## config.mk

```make
export PLATFORM = sky130hd
export DESIGN_NAME = bpc_ctrl
export DESIGN_NICKNAME = d
export VERILOG_FILES = /design/src/hw/bpc_sync.v /design/src/hw/bpc_filter.v /design/src/hw/bpc_ctrl.v
export VERILOG_INCLUDE_DIRS = /design/src /design/src/hw
export SDC_FILE = /design/constraint.sdc
export NUM_CORES = 1
export LEC_CHECK = 0
export BUFFER_PORTS_ARGS = -buffer_cell sky130_fd_sc_hd__buf_2
export CORE_AREA = 4 4 188 190
export CTS_CLUSTER_SIZE = 16
export DETAILED_ROUTE_END_ITERATION = 8
export DIE_AREA = 0 0 192 194
export PLACE_DENSITY = 0.73
export SLEW_MARGIN = 30
export SYNTH_ARGS = -nofsm -noshare
export SYNTH_HDL_FRONTEND = slang
export SYNTH_HIERARCHICAL = 1
export SYNTH_SLANG_ARGS = --single-unit
```

## constraint.sdc

```tcl
create_clock -name pclk -period 2.4 [get_ports pclk]
set_input_delay 0.48 -clock pclk [delete_from_list [all_inputs] [get_ports pclk]]
set_output_delay 0.48 -clock pclk [all_outputs]
set_load 0.01 [all_outputs]
```

## src/hw/bpc_map.vh

```
// bpc_map.vh: offsets, field positions, reset values and timings in microseconds of the burst and protection control.
// assumes a 125 MHz pclk; included by bare name from the design files.
`ifndef BPC_MAP_VH
`define BPC_MAP_VH

// timebase
`define BPC_CLK_MHZ 125
// basic blanking, us
`define BPC_T_BLANK_US 20000
// spike filter, us
`define BPC_T_SPIKE_US 30
// supply over-voltage persistence (120+30), us
`define BPC_T_OV_US 150
// supply under-voltage persistence (10 ms + 30 us), us
`define BPC_T_UV_US 10030
// external restart-enable ignore window, us
`define BPC_T_EXT_IGN_US 1000
// soft-start period, us
`define BPC_T_SOFT_US 20000

// register byte offsets
`define BPC_REG_CTRL 12'h000
`define BPC_REG_STATUS 12'h004
`define BPC_REG_CAUSE 12'h008

// control field positions and reset value
`define BPC_CTRL_BURST_ALLOW 0
`define BPC_CTRL_EXT_ALLOW 1
`define BPC_CTRL_RESET 2'h3

// status field positions
`define BPC_ST_STATE_LSB 0
`define BPC_ST_BURST 3
`define BPC_ST_BIAS 4
`define BPC_ST_CLAMP 5
`define BPC_ST_GATE 6
`define BPC_ST_SWITCH 7

// cause field positions
`define BPC_CA_OV_SOFT 0
`define BPC_CA_OV 1
`define BPC_CA_OT 2
`define BPC_CA_OL 3
`define BPC_CA_UV 4
`define BPC_CA_EXT 5
`define BPC_CA_RESET 6'h00

`endif

```

## src/hw/bpc_sync.v

```verilog
// bpc_sync.v: two-flop synchroniser for a group of asynchronous comparator flags.
// assumes inputs are unrelated to pclk; outputs are only valid after the second flop.
`timescale 1ns/100ps
module bpc_sync #(
   parameter W = 10
) (
   input wire pclk,
   input wire presetn,
   input wire [W-1:0] async_in,
   output wire [W-1:0] sync_out
);
   genvar i;
   // one pair of flops per bit
   generate
      for (i = 0; i < W; i = i + 1) begin : g_bit
         reg meta; // first stage, read only by the second
         reg held; // second stage
         always @(posedge pclk or negedge presetn) begin
            if (!presetn) begin
               meta <= 1'b0;
               held <= 1'b0;
            end else begin
               meta <= async_in[i];
               held <= meta;
            end
         end
         assign sync_out[i] = held;
      end
   endgenerate
endmodule

```

## src/hw/bpc_filter.v

```verilog
// bpc_filter.v: persistence timer; done rises once level has been high for LIMIT consecutive cycles.
// assumes level is already synchronous to pclk; level low restarts the count.
`timescale 1ns/100ps
module bpc_filter #(
   parameter [31:0] LIMIT = 32'h0000_0004
) (
   input wire pclk,
   input wire presetn,
   input wire level,
   output wire done
);
   reg [31:0] cnt; // consecutive high cycles, saturating at LIMIT

   // count while high, hold at limit, clear when low
   always @(posedge pclk or negedge presetn) begin
      if (!presetn) begin
         cnt <= 32'h0000_0000;
      end else if (!level) begin
         cnt <= 32'h0000_0000;
      end else if (cnt != LIMIT) begin
         cnt <= cnt + 32'h0000_0001;
      end
   end

   assign done = (cnt == LIMIT);
endmodule

```

## src/hw/bpc_ctrl.v

```verilog
// bpc_ctrl.v: burst-mode and auto-restart control unit of a flyback controller, with an APB register slave.
// assumes comparator flags arrive asynchronously and the power stage obeys the bias and switch outputs.
//
// Added by the designer: the register offsets and register access over APB.
`timescale 1ns/100ps
`include "bpc_map.vh"
module bpc_ctrl #(
   parameter [31:0] BLANK_CYC = `BPC_T_BLANK_US * `BPC_CLK_MHZ,
   parameter [31:0] OV_CYC = `BPC_T_OV_US * `BPC_CLK_MHZ,
   parameter [31:0] UV_CYC = `BPC_T_UV_US * `BPC_CLK_MHZ,
   parameter [31:0] EXT_IGN_CYC = `BPC_T_EXT_IGN_US * `BPC_CLK_MHZ,
   parameter [31:0] SOFT_CYC = `BPC_T_SOFT_US * `BPC_CLK_MHZ
) (
   input wire pclk,
   input wire presetn,
   // apb slave
   input wire psel,
   input wire penable,
   input wire pwrite,
   input wire [11:0] paddr,
   input wire [31:0] pwdata,
   output reg [31:0] prdata,
   output wire pready,
   output wire pslverr,
   // comparator flags, asynchronous
   input wire fb_low,
   input wire fb_burst_on,
   input wire burst_low_comparator,
   input wire feedback_high_comparator,
   input wire vcc_ov_soft,
   input wire vcc_ov,
   input wire vcc_uv,
   input wire vcc_on,
   input wire over_temp,
   input wire ext_pin_high,
   input wire ext_pin_low,
   // power stage controls
   output reg burst_flag,
   output reg bias_on,
   output reg switching_en,
   output reg low_limit_sel,
   output reg startup_cell_en,
   output reg clamp_release_switch,
   output reg restart_gate,
   output reg auto_restart,
   output reg soft_start_active
);
   // spike filter is short enough to stay a fixed count
   localparam [31:0] SPIKE_CYC = `BPC_T_SPIKE_US * `BPC_CLK_MHZ;

   // control states
   localparam [2:0] ST_OFF = 3'h0; // waiting for first turn-on
   localparam [2:0] ST_SOFT = 3'h1; // soft start
   localparam [2:0] ST_RUN = 3'h2; // normal operation
   localparam [2:0] ST_BURST = 3'h3; // active burst mode
   localparam [2:0] ST_AR_DROP = 3'h4; // restart, supply falling
   localparam [2:0] ST_AR_CHG = 3'h5; // restart, supply recharging

   wire [10:0] flags_s; // synchronised comparator flags
   wire fb_low_s = flags_s[0]; // feedback below burst entry level
   wire fb_on_s = flags_s[1]; // feedback above upper burst level
   wire fb_off_s = flags_s[2]; // feedback at lower burst level
   wire fb_high_s = flags_s[3]; // feedback above high level
   wire ov_soft_s = flags_s[4]; // supply above soft-start limit
   wire ov_s = flags_s[5]; // supply above over-voltage limit
   wire uv_s = flags_s[6]; // supply below turn-off
   wire on_s = flags_s[7]; // supply above turn-on
   wire ot_s = flags_s[8]; // overtemperature
   wire pin_high_s = flags_s[9]; // blanking pin charged
   wire pin_low_s = flags_s[10]; // blanking pin pulled low

   reg [2:0] state; // current control state
   reg [2:0] next_state;
   reg next_bias; // next internal bias
   reg [1:0] ctrl; // software control bits
   reg [5:0] cause; // sticky restart causes
   reg [31:0] soft_cnt; // cycles since soft start began
   wire active; // controller is switching or may switch
   wire soft_done;
   wire ext_armed; // ignore window over
   wire burst_blank_done;
   wire ol_blank_done;
   wire gate_done;
   wire ov_soft_done;
   wire ov_done;
   wire ot_done;
   wire uv_done;
   wire ext_done;
   wire [5:0] fault; // qualified faults this cycle
   wire any_fault;
   wire next_clamp;
   wire wr_en;
   wire rd_en;
   wire hit_ctrl;
   wire hit_status;
   wire hit_cause;

   // all comparator flags pass two flops first
   bpc_sync #(
      .W(11)
   ) u_sync (
      .pclk(pclk),
      .presetn(presetn),
      .async_in({ext_pin_low, ext_pin_high, over_temp, vcc_on, vcc_uv, vcc_ov, vcc_ov_soft,
                 feedback_high_comparator, burst_low_comparator, fb_burst_on, fb_low}),
      .sync_out(flags_s)
   );

   assign active = (state == ST_SOFT) || (state == ST_RUN) || (state == ST_BURST);

   // soft-start and ignore-window timer, restarted on every entry to soft start
   always @(posedge pclk or negedge presetn) begin
      if (!presetn) begin
         soft_cnt <= 32'h0000_0000;
      end else if (!active) begin
         soft_cnt <= 32'h0000_0000; // rerun at each attempt
      end else if (soft_cnt != SOFT_CYC) begin
         soft_cnt <= soft_cnt + 32'h0000_0001;
      end
   end
   assign soft_done = (soft_cnt >= SOFT_CYC);
   assign ext_armed = (soft_cnt >= EXT_IGN_CYC);

   // burst blanking: zero unless running with feedback low, basic interval only
   bpc_filter #(
      .LIMIT(BLANK_CYC)
   ) u_burst_blank (
      .pclk(pclk),
      .presetn(presetn),
      .level((state == ST_RUN) && fb_low_s && ctrl[`BPC_CTRL_BURST_ALLOW]),
      .done(burst_blank_done)
   );

   // overload blanking starts when feedback exceeds the high level
   bpc_filter #(
      .LIMIT(BLANK_CYC)
   ) u_ol_blank (
      .pclk(pclk),
      .presetn(presetn),
      .level(((state == ST_SOFT) || (state == ST_RUN)) && fb_high_s),
      .done(ol_blank_done)
   );

   // clamp released after basic blanking so the pin may charge
   assign next_clamp = ol_blank_done;

   // gate output then spike filter before restart
   bpc_filter #(
      .LIMIT(SPIKE_CYC)
   ) u_gate_filt (
      .pclk(pclk),
      .presetn(presetn),
      .level(clamp_release_switch && pin_high_s && active),
      .done(gate_done)
   );

   // soft-start over-voltage together with feedback high
   bpc_filter #(
      .LIMIT(SPIKE_CYC)
   ) u_ovs_filt (
      .pclk(pclk),
      .presetn(presetn),
      .level(active && !soft_done && ov_soft_s && fb_high_s),
      .done(ov_soft_done)
   );

   // supply over-voltage, masked in burst
   bpc_filter #(
      .LIMIT(OV_CYC)
   ) u_ov_filt (
      .pclk(pclk),
      .presetn(presetn),
      .level(active && (state != ST_BURST) && ov_s),
      .done(ov_done)
   );

   // overtemperature
   bpc_filter #(
      .LIMIT(SPIKE_CYC)
   ) u_ot_filt (
      .pclk(pclk),
      .presetn(presetn),
      .level(active && ot_s),
      .done(ot_done)
   );

   // under-voltage or shorted optocoupler
   bpc_filter #(
      .LIMIT(UV_CYC)
   ) u_uv_filt (
      .pclk(pclk),
      .presetn(presetn),
      .level(active && uv_s),
      .done(uv_done)
   );

   // external restart request, ignored early after start
   bpc_filter #(
      .LIMIT(SPIKE_CYC)
   ) u_ext_filt (
      .pclk(pclk),
      .presetn(presetn),
      .level(active && ext_armed && pin_low_s && ctrl[`BPC_CTRL_EXT_ALLOW]),
      .done(ext_done)
   );

   // faults other than the overload gate bypass the basic blanking
   assign fault = {ext_done, uv_done, gate_done, ot_done, ov_done, ov_soft_done};
   assign any_fault = |fault;

   // state and bias transitions
   always @* begin
      next_state = state;
      next_bias = bias_on;
      case (state)
         ST_OFF: begin
            next_bias = 1'b0;
            if (on_s) begin
               next_state = ST_SOFT;
               next_bias = 1'b1;
            end
         end
         ST_SOFT: begin
            if (any_fault) begin
               next_state = ST_AR_DROP;
               next_bias = 1'b0;
            end else if (soft_done) begin
               next_state = ST_RUN;
            end
         end
         ST_RUN: begin
            if (any_fault) begin
               next_state = ST_AR_DROP;
               next_bias = 1'b0;
            end else if (burst_blank_done) begin
               next_state = ST_BURST;
               next_bias = 1'b0;
            end
         end
         ST_BURST: begin
            if (any_fault) begin
               next_state = ST_AR_DROP;
               next_bias = 1'b0;
            end else if (fb_high_s) begin
               next_state = ST_RUN;
               next_bias = 1'b1;
            end else if (!bias_on && fb_on_s) begin
               next_bias = 1'b1;
            end else if (bias_on && fb_off_s) begin
               next_bias = 1'b0;
            end
         end
         ST_AR_DROP: begin
            next_bias = 1'b0;
            if (uv_s) begin
               next_state = ST_AR_CHG; // supply at turn-off
            end
         end
         ST_AR_CHG: begin
            next_bias = 1'b0;
            if (on_s && !uv_s) begin
               next_state = ST_SOFT; // recharged, rerun soft start
               next_bias = 1'b1;
            end
         end
         default: begin
            next_state = ST_OFF;
            next_bias = 1'b0;
         end
      endcase
   end

   // state and registered power-stage outputs
   always @(posedge pclk or negedge presetn) begin
      if (!presetn) begin
         state <= ST_OFF;
         bias_on <= 1'b0;
         burst_flag <= 1'b0;
         switching_en <= 1'b0;
         low_limit_sel <= 1'b0;
         startup_cell_en <= 1'b1;
         clamp_release_switch <= 1'b0;
         restart_gate <= 1'b0;
         auto_restart <= 1'b0;
         soft_start_active <= 1'b0;
      end else begin
         state <= next_state;
         bias_on <= next_bias;
         burst_flag <= (next_state == ST_BURST);
         switching_en <= next_bias; // bias gates the pulses
         low_limit_sel <= (next_state == ST_BURST);
         // cell charges only while off or recharging, never in burst
         startup_cell_en <= (next_state == ST_OFF) || (next_state == ST_AR_CHG);
         clamp_release_switch <= next_clamp;
         restart_gate <= next_clamp && pin_high_s;
         auto_restart <= (next_state == ST_AR_DROP) || (next_state == ST_AR_CHG);
         soft_start_active <= (next_state == ST_SOFT);
      end
   end

   // apb decode; slave answers with no wait states
   assign wr_en = psel && penable && pwrite;
   assign rd_en = psel && !pwrite;
   assign hit_ctrl = (paddr == `BPC_REG_CTRL);
   assign hit_status = (paddr == `BPC_REG_STATUS);
   assign hit_cause = (paddr == `BPC_REG_CAUSE);
   assign pready = 1'b1;
   assign pslverr = psel && penable && !(hit_ctrl || hit_status || hit_cause);

   // control register write
   always @(posedge pclk or negedge presetn) begin
      if (!presetn) begin
         ctrl <= `BPC_CTRL_RESET;
      end else if (wr_en && hit_ctrl) begin
         ctrl <= pwdata[1:0];
      end
   end

   // sticky cause bits, write one to clear, a new fault wins
   always @(posedge pclk or negedge presetn) begin
      if (!presetn) begin
         cause <= `BPC_CA_RESET;
      end else if (wr_en && hit_cause) begin
         cause <= (cause & ~pwdata[5:0]) | fault;
      end else begin
         cause <= cause | fault;
      end
   end

   // read data registered in the setup phase
   always @(posedge pclk or negedge presetn) begin
      if (!presetn) begin
         prdata <= 32'h0000_0000;
      end else if (rd_en && !penable) begin
         if (hit_ctrl) begin
            prdata <= {30'h0000_0000, ctrl};
         end else if (hit_status) begin
            prdata <= {24'h00_0000, switching_en, restart_gate, clamp_release_switch, bias_on,
                       burst_flag, state};
         end else if (hit_cause) begin
            prdata <= {26'h000_0000, cause};
         end else begin
            prdata <= 32'h0000_0000; // unmapped reads as zero
         end
      end
   end
endmodule

```

**Yosys cells after proc, flatten, opt, wreduce, memory -nomap -nowiden**

Cells that the tools add are included.

- Input port bits: 60
- Bits in registers: 360
- Logic and storage cells: 183

- Mux-type cells: 42
- Bitwise logic cells: 4
- Reduce and logical (&&, ||, !) cells: 43
- Add/subtract/negate cells: 9
- Equality and inequality tests: 41
- Order comparisons: 2

Operators with widths:

| cell | count |
|---|---|
| 32-bit two-way mux | 18 |
| 32-bit by 1-bit adder with 32-bit output (second input constant) | 9 |
| 32-bit by 12-bit == test with 1-bit output (second input constant) | 4 |
| 32-bit by 12-bit != test with 1-bit output (second input constant) | 4 |
| 32-bit by 22-bit != test with 1-bit output (second input constant) | 3 |
| 32-bit by 22-bit == test with 1-bit output (second input constant) | 2 |
| 32-bit by 15-bit == test with 1-bit output (second input constant) | 1 |
| 32-bit by 21-bit == test with 1-bit output (second input constant) | 1 |
| 32-bit by 17-bit greater-or-equal comparator with 1-bit output (second input constant) | 1 |
| 32-bit by 22-bit greater-or-equal comparator with 1-bit output (second input constant) | 1 |
| 32-bit by 15-bit != test with 1-bit output (second input constant) | 1 |
| 32-bit by 21-bit != test with 1-bit output (second input constant) | 1 |
| 3-bit two-way mux | 9 |
| 1-bit logical AND | 26 |
| 2-bit != test (second input constant) | 9 |
| 3-bit one-hot mux with 6 select lines | 1 |
| 8-bit two-way mux | 2 |
| 12-bit by 3-bit == test with 1-bit output (second input constant) | 1 |
| 12-bit by 4-bit == test with 1-bit output (second input constant) | 1 |
| 3-bit == test (second input constant) | 4 |
| 12-bit logical NOT | 1 |
| 6-bit two-way mux | 2 |
| 6-bit OR | 2 |
| 3-bit by 2-bit == test with 1-bit output (second input constant) | 3 |
| other kinds (14) | 34 |

**Logic depth before layout (Yosys ltp)**

- Depth after elaboration: 7
- Mapped depth: 10
- Mapped depth without buffers: 10

**Cells and area by module**

The synthesis kept the hierarchy.

By module, submodules not included:

| module | seq. area each (µm²) | cells an instance | area each (µm²) | times used |
|---|---|---|---|---|
| bpc_filter (u_ext_filt ...) | 800.8 | 193 | 1783.0 | 4 |
| bpc_filter (u_burst_blank ...) | 800.8 | 205 | 1845.5 | 2 |
| bpc_ctrl | 1455.1 | 369 | 3347.0 | 1 |
| bpc_filter (u_ov_filt) | 800.8 | 193 | 1806.7 | 1 |
| bpc_filter (u_uv_filt) | 800.8 | 195 | 1785.5 | 1 |
| bpc_sync | 550.5 | 33 | 633.1 | 1 |

**Worst setup path after synthesis**

Ideal clock, no wire load.

- Kind: register to register
- Start: reg soft_cnt[17]
- End: reg u_ovs_filt.cnt[0]
- Buffers on the path: 2
- Arrival time: 2.040 ns
- Stages on the path, launching flop included: 9
- Library setup time: 0.078 ns
- Required time: 2.322 ns
- Slack: 0.283 ns
- Path through: dfrtp_1 buf_6 a311o_2 a21oi_1 nand2_1 nor3_1 inv_1 dlymetal6s2s_1 a21oi_1

- Word-level cells in the longest chain between the ends: 6

Ends and longest elaborated chain:

| element | line | source |
|---|---|---|
| start, declared | bpc_ctrl.v:77 | `reg [31:0] soft_cnt;` |
| start signal, assigned | bpc_ctrl.v:118 | `soft_cnt <= soft_cnt + 32'h0000_0001;` |
| 32-bit by 22-bit greater-or-equal comparator with 1-bit output (*) | bpc_ctrl.v:121 | `assign soft_done = (soft_cnt >= SOFT_CYC);` |
| 1-bit logical NOT (*) | bpc_ctrl.v:163 | `.level(active && !soft_done && ov_soft_s && fb_high_s),` |
| 1-bit logical AND (*) (3 in a row) | bpc_ctrl.v:163 |  |
| 2-bit != test (no line) / 32-bit two-way mux (equally long branches) | -- |  |
| end signal, assigned | bpc_filter.v:21 | `cnt <= cnt + 32'h0000_0001;` |
| end, declared | bpc_filter.v:12 | `reg [31:0] cnt;` |

Mark *: on every way between the ends. The rest lies on a longest branch, timed or not.
A chain may end at the register's enable or synchronous reset.

**Final worst setup path**

- Start: reg u_ovs_filt.cnt[0]
- End: reg switching_en

- Word-level cells in the longest chain between the ends: 4

Ends and longest elaborated chain:

| element | line | source |
|---|---|---|
| 32-bit by 12-bit == test with 1-bit output (*) | bpc_filter.v:25 | `assign done = (cnt == LIMIT);` |
| net ov_soft_done | bpc_ctrl.v:84 | `wire ov_soft_done;` |
| 6-bit OR reduction (*) | bpc_ctrl.v:209 | `assign any_fault = \|fault;` |
| 5-bit by 2-bit != test with 1-bit output (no line), or another cell as far along | -- |  |
| 3-bit AND reduction (no line) / 1-bit one-hot mux with 5 select lines (equally long branches) | -- |  |
| end signal, assigned | bpc_ctrl.v:290 | `switching_en <= next_bias;` |
| end, declared | bpc_ctrl.v:40 | `output reg switching_en,` |

Mark *: on every way through the listed nets, which the timed path passes. The rest lies on a longest branch.

==> results.sh <==
export IMPL_worstPathCellList="inv_1 > ha_1 > nor4b_2 > nand4_1 > nor2_1 > nor4_2 > nand2_1 > nor2_4 > a31oi_1 > o32ai_1"
export IMPL_worstSkewPairLatency_ns=0.55
export IMPL_drive_above_1_share_pct=11.90
export IMPL_dpl_hpwl_mm=27.35
export IMPL_cts_made_buffers=39
export IMPL_setup_viol=0
export IMPL_htree_levels=2
export IMPL_ys_seq_area_share_pct=45.73
export IMPL_worstSetupPathType="reg2reg"
export IMPL_drv_cap=0
export IMPL_antenna_cells=0
export IMPL_crit_buf_inv=1
export IMPL_drtAntennaViolNets=0
export IMPL_drtPass1Iterations=5
export IMPL_period_share_pct=93.49
export IMPL_layout_nets=2099
export IMPL_vias_per_cell=6.004
export IMPL_ys_warn_count=6
export IMPL_avgSynthCellArea_um2=9.328
export IMPL_die_w_um=192
export IMPL_grt_usage_pct=21.75
export IMPL_fin_util_pct=61.22
export IMPL_dieArea_um2=37250
export IMPL_ys_flop_type="dfrtp_1"
export IMPL_fin_skew_ns=0.02148
export IMPL_grt_overflow=0
export IMPL_grt_max_degree=59
export IMPL_vias=15000
export IMPL_dr_first_iter_drc_count=1049
export IMPL_p_leak_nw=8.073
export IMPL_antenna_found_initial=1
export IMPL_gp_congestion=0.8463
export IMPL_critPathLaunchType="register"
export IMPL_cp_top_family="simple AND/OR/NAND/NOR gates"
export IMPL_tightest_slew_ns=0.7419
export IMPL_synth_area_top_cells="dfrtp_1 45%, nand2_1 3.8%, mux2i_1 3.7%"
export IMPL_synth_seq_cells=336
export IMPL_die_height_um=194
export IMPL_max_clock_freq_mhz=445.7
export IMPL_netlist_area_um2=18400
export IMPL_synth_cell_types=68
export IMPL_ctsRootBufferMaster="clkbuf_16"
export IMPL_grt_first_pass_wirelength_mm=69.60
export IMPL_drv_slew=0
export IMPL_grt_pass1_vias=14460
export IMPL_critPathSlowestCell="dfrtp_1"
export IMPL_period_needed_ns=2.244
export IMPL_synthCells=1972
export IMPL_powerDensity_nw_per_um2=608.9
export IMPL_fin_setup_tns_ns=0
export IMPL_wl_mm=40.58
export IMPL_areaGrowthSynthToFinish_pct=11.33
export IMPL_io_pins=103
export IMPL_run_status="finished, final reports clean"
export IMPL_yosys_area_top_type_share_pct=45.30
export IMPL_hold_viol_final=0
export IMPL_fin_area_um2=20480
export IMPL_worstSetupEndpointType="register"
export IMPL_clockBufferDepth=3
export IMPL_rsz0062_at_grt="true"
export IMPL_relSlewSlack_pct=50.48
export IMPL_cp_max_fo=5
export IMPL_slowest_delay_ns=0.42
export IMPL_cts_tree="built"
export IMPL_required_ns=2.80
export IMPL_clkSlewWorstSetupHoldPaths_ns=0.06
export IMPL_cts_setup_buffers=0
export IMPL_start_util_pct=55.00
export IMPL_dp_cells=2427
export IMPL_io_buffers=51
export IMPL_cts_num_sinks=336
export IMPL_min_path_type="in2reg"
export IMPL_yosysTopAreaCell="dfrtp_1"
export IMPL_placed_cell_area_um2=19090
export IMPL_async_flop_share_pct=100.0
export IMPL_peakVddDrop_uv=577.3
export IMPL_drc_errors=0
export IMPL_rows=67
export IMPL_synth_edf_count=0
export IMPL_core_um2=33450
export IMPL_final_cells=2499
export IMPL_avgRoutedWirePerCell_um=16.24
export IMPL_crit_arrival_ns=2.64
cells in the final DEF (no fill, tap or decap), types with 12 or more instances in the layout:
cell type	n
dfrtp_1	333
nand2_1	184
nor2_1	136
a21oi_1	127
nand3_1	97
nor4_1	89
nand4_1	86
inv_1	72
mux2i_1	68
or4_1	67
o31ai_1	66
o21ai_0	64
nand2b_1	62
xor2_1	55
buf_2	50
xnor2_1	48
buf_4	48
clkbuf_16	39
nor3_1	35
or3_1	32
and4_1	28
and3_1	27
conb_1	25
ha_1	18
clkinv_2	12
registers in the layout, indices dropped and copies added (netlist names), 32 cells and up:
register           cells
soft_cnt              32
u_burst_blank/cnt     32
u_ext_filt/cnt        32
u_gate_filt/cnt       32
u_ol_blank/cnt        32
u_ot_filt/cnt         32
u_ov_filt/cnt         32
u_ovs_filt/cnt        32
u_uv_filt/cnt         32
path summary, 6_finish.rpt:
path                            slack (ns)            startpoint  cells past startpoint                    to
worst max-delay path                  0.16     u_ovs_filt/cnt[0]                     10          switching_en
worst min-delay path                  0.04  burst_low_comparator                      1  u_sync/g_bit[2].meta
worst max register to register        0.16     u_ovs_filt/cnt[0]                     10          switching_en
worst min register to register        0.34  u_sync/g_bit[3].meta                      0  u_sync/g_bit[3].held
max in group asynchronous             1.18               presetn                      3  u_burst_blank/cnt[3]
min in group asynchronous             0.48               presetn                      2    u_ovs_filt/cnt[31]
metrics by stage:
stage | hold WS (ns) | setup WS, ns | total power, mW
after detailed placement | 0.3355 | 0.1485 | 6.593
final | 0.04234 | 0.1562 | 12.47
after CTS | 0.01428 | 0.06094 | 12.63
after floorplan | 0.1844 | 0.2828 | 6.320
after global routing | 0.02091 | -0.04893 | 12.99
after global placement | 0.3363 | 0.2011 | 6.569
synthesized netlist by cell type (28+ instances only):
cell type and instances:
a21oi_1 127, and4_1 28, buf_4 38, clkbuf_1 48, dfrtp_1 333, inv_1 72, mux2i_1 68, nand2_1 184
nand2b_1 62, nand3_1 97, nand4_1 86, nor2_1 139, nor3_1 36, nor4_1 92, o21ai_0 64, o31ai_1 66
or3_1 32, or4_1 67, xnor2_1 48, xor2_1 55
layout make-up:
type / count / area, µm²
multi-input combinational: 1466 / 9185
timing repair buffer: 106 / 755.7
sequential: 336 / 8412
clock buffer: 51 / 1081
tap: 448 / 560.5
clock inverter: 20 / 214.0
inverter: 72 / 270.3
fill: 2797 / 12970
worst reg2reg max path: stages, from the launching register on:
cell and delay, ns:
dfrtp_1 0.42, inv_1 0.09, ha_1 0.13, nor4b_2 0.26, nand4_1 0.26, nor2_1 0.30
nor4_2 0.10, nand2_1 0.17, nor2_4 0.07, a31oi_1 0.20, o32ai_1 0.10
kinds of logic after synthesis:
kind of cell | after synthesis | share of synthesized area (%)
buf+inv | 193 | 5.244
mux | 70 | 3.823
fa+ha+maj | 18 | 1.224
simple gates | 954 | 29.38
other cells | 2 | 0.04083
flops | 336 | 45.73
compound gates | 296 | 9.659
xor+xnor | 103 | 4.904
report_power, final:
part,leakage [nW],switching (mW),internal [mW]
combinational,2.82,0.405,0.208
clock,0.648,2.36,3.61
sequential,4.61,0.116,5.76
total,8.07,2.89,9.58
metal layers:
metal  part of all wire [%]  vias up  track usage, %
met5                  0.027        -               0
met4                    2.1        2           5.917
met3                    4.3       64           3.223
met2                     48      298           35.28
met1                     45     7375           30.71
li1                       -     7265               -
what timing repair did:
action / CTS / global route
hold buffers: 1 / 0
setup endpoints to repair: 0 / 9
resized for setup: 0 / 15
hold endpoints to repair: 42 / 0
No activity file was read; power rests on OpenSTA's default activity.
